[config.mk]
export PLATFORM = sky130hd
export DESIGN_NAME = overlay_window_fetch_address
export DESIGN_NICKNAME = d
export VERILOG_FILES = /design/src/design/overlay_window_pkg.sv /design/src/design/fetch_if.sv /design/src/design/line_address_gen.sv /design/src/design/overlay_window_fetch_address.sv
export VERILOG_INCLUDE_DIRS = /design/src /design/src/design
export SDC_FILE = /design/constraint.sdc
export NUM_CORES = 1
export LEC_CHECK = 0
export BUFFER_PORTS_ARGS = -buffer_cell sky130_fd_sc_hd__buf_2
export CORE_MARGIN = 2
export CORE_UTILIZATION = 50
export CTS_CLUSTER_DIAMETER = 80
export CTS_CLUSTER_SIZE = 25
export DETAILED_ROUTE_END_ITERATION = 7
export PLACE_DENSITY = 0.72
export SLEW_MARGIN = 15
export SYNTH_ARGS = -nofsm -noshare
export SYNTH_HDL_FRONTEND = slang
export SYNTH_SLANG_ARGS = --single-unit
[constraint.sdc]
create_clock -name clk -period 3.7 [get_ports clk]
set_input_delay 0.185 -clock clk [delete_from_list [all_inputs] [get_ports clk]]
set_output_delay 0.185 -clock clk [all_outputs]
set_load 0.1 [all_outputs]
[src/design/overlay_window_consts.svh]
// register offsets, field positions, reset values for the overlay fetch
`ifndef OVERLAY_WINDOW_CONSTS_SVH
`define OVERLAY_WINDOW_CONSTS_SVH

// ----------------------------------------------------------------------
// register offsets (byte addresses on the register port)
// ----------------------------------------------------------------------
`define DISPLAY_CTRL_OFS    8'h10
`define OVL_START_OFS       8'h50
`define OVL_STRIDE_OFS      8'h54
`define OVL_FETCH_STAT_OFS  8'h70
`define OVL_LINE_STAT_OFS   8'h74

// ----------------------------------------------------------------------
// field positions
// ----------------------------------------------------------------------
`define WIN_ENABLE_BIT      19
`define START_MSB           16
`define STRIDE_MSB          9
`define LINE_CNT_MSB        10
`define ACTIVE_BIT          31

// ----------------------------------------------------------------------
// reset values
// ----------------------------------------------------------------------
`define START_RESET         17'h0_0000
`define STRIDE_RESET        10'h000
`define LINE_CNT_RESET      11'h000
`define WIN_ENABLE_RESET    1'h0
`define RDATA_RESET         32'h0000_0000

`endif

[src/design/overlay_window_pkg.sv]
// shared types of the overlay window fetch address block
package overlay_window_pkg;
  typedef logic [16:0] dword_addr_type;  // double-word display address
  typedef logic [9:0]  stride_type;      // double-word line stride
  typedef logic [10:0] line_cnt_type;    // lines issued this frame
endpackage

[src/design/fetch_if.sv]
// carrier between register front end and line address generator
`timescale 1ns/1ps
interface fetch_if;
  overlay_window_pkg::dword_addr_type start;
  overlay_window_pkg::stride_type     stride;
  logic                               enable;
  logic                               frame_start;
  logic                               line_start;
  logic                               issue;
  overlay_window_pkg::dword_addr_type issue_addr;
  overlay_window_pkg::line_cnt_type   line_cnt;
  logic                               active;

  modport front (output start, output stride, output enable,
                 output frame_start, output line_start,
                 input issue, input issue_addr, input line_cnt,
                 input active);
  modport gen (input start, input stride, input enable,
               input frame_start, input line_start,
               output issue, output issue_addr, output line_cnt,
               output active);
endinterface

[src/design/line_address_gen.sv]
// per-line overlay fetch address accumulator
`timescale 1ns/1ps
`include "overlay_window_consts.svh"
module line_address_gen (
  input  wire logic clk,
  input  wire logic reset,
  input  wire logic ce,
  fetch_if.gen      fif
);
  overlay_window_pkg::dword_addr_type next_addr_reg, next_addr_next;
  overlay_window_pkg::stride_type     stride_reg, stride_next;
  overlay_window_pkg::dword_addr_type issue_addr_reg, issue_addr_next;
  overlay_window_pkg::line_cnt_type   line_cnt_reg, line_cnt_next;
  logic                               active_reg, active_next;
  logic                               issue_reg, issue_next;
  overlay_window_pkg::dword_addr_type base;

  // ----------------------------------------------------------------------
  // next-state: start and stride are sampled once per frame so that a
  // mid-frame register write cannot tear the window
  // ----------------------------------------------------------------------
  always_comb begin
    next_addr_next  = next_addr_reg;
    stride_next     = stride_reg;
    issue_addr_next = issue_addr_reg;
    line_cnt_next   = line_cnt_reg;
    active_next     = active_reg;
    issue_next      = 1'b0;
    base            = next_addr_reg;
    if (fif.frame_start) begin
      base          = fif.start;
      next_addr_next = fif.start;
      stride_next   = fif.stride;
      active_next   = fif.enable;
      line_cnt_next = `LINE_CNT_RESET;
    end
    if (fif.line_start && (fif.frame_start ? fif.enable : active_reg)) begin
      issue_next      = 1'b1;
      issue_addr_next = base;
      // wraps in 17 bits: the window may straddle the end of memory
      next_addr_next  = dword_addr_type_add(base,
                          fif.frame_start ? fif.stride : stride_reg);
      line_cnt_next   = fif.frame_start ? 11'h001
                                        : line_cnt_reg + 11'h001;
    end
  end

  // double-word addition, result cut back to 17 bits
  function automatic overlay_window_pkg::dword_addr_type dword_addr_type_add(
      input overlay_window_pkg::dword_addr_type a,
      input overlay_window_pkg::stride_type     s);
    logic [17:0] sum;
    sum = {1'b0, a} + {8'h00, s};
    return sum[16:0];
  endfunction

  // registers only
  always_ff @(posedge clk) begin
    if (reset) begin
      next_addr_reg  <= `START_RESET;
      stride_reg     <= `STRIDE_RESET;
      issue_addr_reg <= `START_RESET;
      line_cnt_reg   <= `LINE_CNT_RESET;
      active_reg     <= `WIN_ENABLE_RESET;
      issue_reg      <= 1'b0;
    end else if (ce) begin
      next_addr_reg  <= next_addr_next;
      stride_reg     <= stride_next;
      issue_addr_reg <= issue_addr_next;
      line_cnt_reg   <= line_cnt_next;
      active_reg     <= active_next;
      issue_reg      <= issue_next;
    end
  end

  assign fif.issue      = issue_reg;
  assign fif.issue_addr = issue_addr_reg;
  assign fif.line_cnt   = line_cnt_reg;
  assign fif.active     = active_reg;
endmodule // line_address_gen

[src/design/overlay_window_fetch_address.sv]
// overlay window fetch address generator with register front end
//
// Functional notes
// 17-bit start address is first fetched word
// start address counts 32-bit words, not bytes
// zero is first word, one the second
// start ignored unless window enable bit set
// 10-bit stride between consecutive window line starts
// line n address is start plus n strides
`timescale 1ns/1ps
`include "overlay_window_consts.svh"
module overlay_window_fetch_address (
  input  wire  logic        clk,
  input  wire  logic        reset,
  input  wire  logic        ce,
  input  wire  logic [7:0]  reg_addr,
  input  wire  logic [31:0] reg_wdata,
  input  wire  logic        reg_wr,
  input  wire  logic        reg_rd,
  output logic       [31:0] reg_rdata,
  input  wire  logic        frame_start,
  input  wire  logic        line_start,
  output logic       [16:0] fetch_addr,
  output logic              fetch_valid,
  output logic              window_enable
);
  // ----------------------------------------------------------------------
  // software visible state
  // ----------------------------------------------------------------------
  overlay_window_pkg::dword_addr_type start_reg, start_next;
  overlay_window_pkg::stride_type     stride_reg, stride_next;
  logic                               enable_reg, enable_next;
  logic [31:0]                        rdata_reg, rdata_next;

  // ----------------------------------------------------------------------
  // fetch outputs
  // ----------------------------------------------------------------------
  overlay_window_pkg::dword_addr_type fetch_addr_reg, fetch_addr_next;
  logic                               fetch_valid_reg, fetch_valid_next;

  fetch_if fif ();

  // ----------------------------------------------------------------------
  // carrier to the line address generator
  // ----------------------------------------------------------------------
  assign fif.start       = start_reg;
  assign fif.stride      = stride_reg;
  assign fif.enable      = enable_reg;
  assign fif.frame_start = frame_start;
  assign fif.line_start  = line_start;

  line_address_gen gen_inst (
    .clk   (clk),
    .reset (reset),
    .ce    (ce),
    .fif   (fif.gen)
  );

  // ----------------------------------------------------------------------
  // register writes: only the documented field widths are kept
  // ----------------------------------------------------------------------
  always_comb begin
    start_next  = start_reg;
    stride_next = stride_reg;
    enable_next = enable_reg;
    if (reg_wr) begin
      if (reg_addr == `OVL_START_OFS) begin
        start_next = reg_wdata[`START_MSB:0];
      end else if (reg_addr == `OVL_STRIDE_OFS) begin
        stride_next = reg_wdata[`STRIDE_MSB:0];
      end else if (reg_addr == `DISPLAY_CTRL_OFS) begin
        enable_next = reg_wdata[`WIN_ENABLE_BIT];
      end
    end
  end

  // ----------------------------------------------------------------------
  // register reads: answer one cycle after the strobe, zero otherwise;
  // unmapped offsets and reserved bits read as zero
  // ----------------------------------------------------------------------
  always_comb begin
    rdata_next = `RDATA_RESET;
    if (reg_rd) begin
      if (reg_addr == `OVL_START_OFS) begin
        rdata_next[`START_MSB:0] = start_reg;
      end else if (reg_addr == `OVL_STRIDE_OFS) begin
        rdata_next[`STRIDE_MSB:0] = stride_reg;
      end else if (reg_addr == `DISPLAY_CTRL_OFS) begin
        rdata_next[`WIN_ENABLE_BIT] = enable_reg;
      end else if (reg_addr == `OVL_FETCH_STAT_OFS) begin
        rdata_next[`START_MSB:0] = fif.issue_addr;          // last line
      end else if (reg_addr == `OVL_LINE_STAT_OFS) begin
        rdata_next[`LINE_CNT_MSB:0] = fif.line_cnt;
        rdata_next[`ACTIVE_BIT]     = fif.active;
      end
    end
  end

  // ----------------------------------------------------------------------
  // fetch output staging: the generator already applies the enable, so
  // only its qualified issue pulse reaches the memory side
  // ----------------------------------------------------------------------
  always_comb begin
    fetch_addr_next  = fetch_addr_reg;
    fetch_valid_next = fif.issue;
    if (fif.issue) begin
      fetch_addr_next = fif.issue_addr;
    end
  end

  // registers only; ce low freezes everything including read data
  always_ff @(posedge clk) begin
    if (reset) begin
      start_reg       <= `START_RESET;
      stride_reg      <= `STRIDE_RESET;
      enable_reg      <= `WIN_ENABLE_RESET;
      rdata_reg       <= `RDATA_RESET;
      fetch_addr_reg  <= `START_RESET;
      fetch_valid_reg <= 1'b0;
    end else if (ce) begin
      start_reg       <= start_next;
      stride_reg      <= stride_next;
      enable_reg      <= enable_next;
      rdata_reg       <= rdata_next;
      fetch_addr_reg  <= fetch_addr_next;
      fetch_valid_reg <= fetch_valid_next;
    end
  end

  // ----------------------------------------------------------------------
  // outputs, each straight from a flip-flop
  // ----------------------------------------------------------------------
  assign reg_rdata     = rdata_reg;
  assign fetch_addr    = fetch_addr_reg;
  assign fetch_valid   = fetch_valid_reg;
  assign window_enable = enable_reg;
endmodule // overlay_window_fetch_address

==> flow_summary.ini <==
[clocking]
cts_hold_buf = 0
clk_pin_slew_ns = 0.05
clkLatencyLatePin_ns = 0.42
cts_tree = done
cts_setup_buffers = 0
numCtsBuffers = 17
root_buffer = clkbuf_16
h-tree-depth = 4
cts_buffer_depth = 2
ctsResizeCount = 0
clkSinkCount = 122

[drt]
first_iter_violations = 507
wl_per_cell_um = 17.7
firstDrtPassIters = 5
viasPerCell = 5.88
drc = 0
final_antenna_net_count = 0
wirelength_mm = 16.3
dr_total_vias = 5430

[min_path]
min_path_type = input port to flop
holdPathStages = 3

[setup_path]
crit_start = fif.start[1]$_SDFFE_PP0P_
slowest_stage = or4_1
r2r_slack_ns = 0.89
cp-end-kind = flop
required_ns = 4.02
crit_path_start_kind = flop
path_max_fanout = 4
endpoint = gen_inst.next_addr_reg[15]$_SDFFE_PP0P_
r2r_end = gen_inst.next_addr_reg[15]$_SDFFE_PP0P_
r2r-start = fif.start[1]$_SDFFE_PP0P_
reg2reg_depth = 9
crit_chain = mux2i_1, inv_1, ha_1, a211oi_1, o21a_1, a211o_1, and2_1, or4_1, o311ai_1
worstSetupPathType = flop to flop
crit_arrival_ns = 3.13
critPathMaxStageDelay_ns = 0.52

[power_and_ir_drop]
leakage_nw = 2.74
pwr_density_cell_nw_per_um2 = 466
p_sw_share_pct = 23.0
p_switching_uw = 752
internal_power_mw = 2.52
ir_drop_mv = 0.391
p_seq_share_pct = 40.4
pwr-share-clk_pct = 53.5
power_mw = 3.28
power_frac_comb_pct = 6.1

[synth]
async_flop_share_pct = 0
synthAdderAreaFrac_pct = 2.61
synth_warnings = 0
yosysUniqueCellTypes = 67
syn_area_per_cell_um2 = 8.49
synth_mux_area_share_pct = 11.9
synthXorXnorAreaFrac_pct = 1.16
ys_ff_latch = 122
synthFlopType = dfxtp_1
synth_area_um2 = 6040
synth_compound_area_share_pct = 18.9
synth_edf_count = 0
ys_seq_area_share_pct = 40.5
syn_inst = 711
yosys.area_share.simple_pct = 19.3
synth_top_family_by_area = simple AND/OR/NAND/NOR gates

[timing]
setup_violations = 0
rsz0062_at_grt = no
tightest_slew_ns = 0.965
hold_viol = 0
max_freq_mhz = 356
post-route-period-util_pct = 76.0
fin_setup_tns_ns = 0
period_needed_ns = 2.81
relSlewSlack_pct = 35.4
worst_clock_skew_ns = 0.0102
fin_ws_ns = 0.888
whs_ns = 0.00189
drv_slew = 0

[place]
dp_slack_ns = 0.534
dp_hpwl_mm = 11.3
dpl_cell_area_um2 = 6400
gp_congestion = 0.900
port_buffers = 70
dp.cells = 891

[finish]
drive_above_1_share_pct = 18.4
diodes = 0
final_util_pct = 59.0
nets = 822
fin_area_um2 = 7030
areaGrowthSynthToFinish_pct = 16.5
largest_reg_flops = 19
layout_commonest_cell = dfxtp_1
finalNonFillerCells = 923
final_cell_mix = dfxtp_1 (122), nand2_1 (99), nor2_1 (89), a21oi_1 (72), buf_2 (69)

[grt]
grt_max_degree = 65
track_usage_pct = 25.7
grt_pass1_vias = 5230
grt_pass1_wl_mm = 26.1
globalRouteOverflowTotal = 0
antenna_found_initial = 0

[floorplanning]
fp.dieH_um = 114
initial_core_util_pct = 50.7
dieArea_um2 = 13000
core_area_um2 = 11900
die_x_um = 114
io_pins = 98
fp-row-count = 40

[flow_run]
drv_cap = 0

[outcome]
outcome = finished clean
[Yosys cell counts (8+ instances only)]
master	count	area share, %
nand2_1	99	6.2
inv_1	12	0.75
nand3_1	11	0.91
o21ai_0	14	1.2
nor2_1	89	5.5
o2111ai_1	9	1.3
a21oi_1	72	6.0
mux2_2	18	3.4
buf_2	8	0.66
buf_4	14	1.7
dfxtp_1	122	40
a211oi_1	18	2.2
and2_1	11	1.1
mux2i_1	50	8.3
clkbuf_1	33	2.1
ha_1	11	2.3
a22oi_1	8	1.0
nor3_1	19	1.6
[cell families (layout without fill, tap and decap cells)]
group | count (synthesis) | count (layout)
adder cells (fa/ha/maj) | 12 | 12
buffers and inverters | 71 | 124
other | 1 | 13
flip-flops | 122 | 122
multiplexers | 69 | 69
AND/OR/NAND/NOR | 259 | 259
AO/OA/AOI/OAI | 169 | 169
XOR/XNOR | 8 | 8
[final cells by class]
cell class	count	area, um2
Clock inverter	11	169
Tap cell	147	184
Sequential cell	122	2440
Inverter	13	48.8
Multi-Input combinational cell	530	3310
Fill cell	1037	4880
Timing Repair Buffer	79	420
Clock buffer	21	460
[how the worst min path moves through the flow]
| stage | start | endpoint | slack [ns] |
|---|---|---|---|
| floorplan | reg_wdata[19] | window_enable$_SDFFE_PP0P_ | 0.33 |
| detailed placement | reg_wdata[12] | fif.start[12]$_SDFFE_PP0P_ | 0.43 |
| CTS | reg_wdata[19] | window_enable$_SDFFE_PP0P_ | 0.004 |
| global placement | reg_wdata[10] | fif.start[10]$_SDFFE_PP0P_ | 0.42 |
| finish | reg_wdata[10] | fif.start[10]$_SDFFE_PP0P_ | 0.002 |
| global route | reg_wdata[19] | window_enable$_SDFFE_PP0P_ | 0.02 |
[routing by layer]
layer	up-vias	share of wire, %	track usage [%]
met5	-	0	0
met4	0	2.9	10.8
met3	36	5.6	5.26
met2	200	49	43.6
met1	2594	43	32.0
li1	2600	-	-
[worst max-delay path: cells and delay by family (launching register included)]
family                   cells  cell delay [ns]
flip-flops                   1             0.35
buffers and inverters        1             0.13
multiplexers                 1             0.40
adder cells (fa/ha/maj)      1             0.33
AND/OR/NAND/NOR              2             0.71
AO/OA/AOI/OAI                4             0.79
[power groups by stage]
stage / Sequential, mW / Combinational [mW] / Clock, mW
5_1_grt: 1.32 / 0.212 / 1.82
2_1_floorplan: 1.35 / 0.159 / 0
6_report: 1.32 / 0.201 / 1.75
3_3_place_gp: 1.35 / 0.193 / 0
3_5_place_dp: 1.35 / 0.196 / 0
4_1_cts: 1.32 / 0.198 / 1.76
Note: power is estimated with default switching activity, not from simulation.
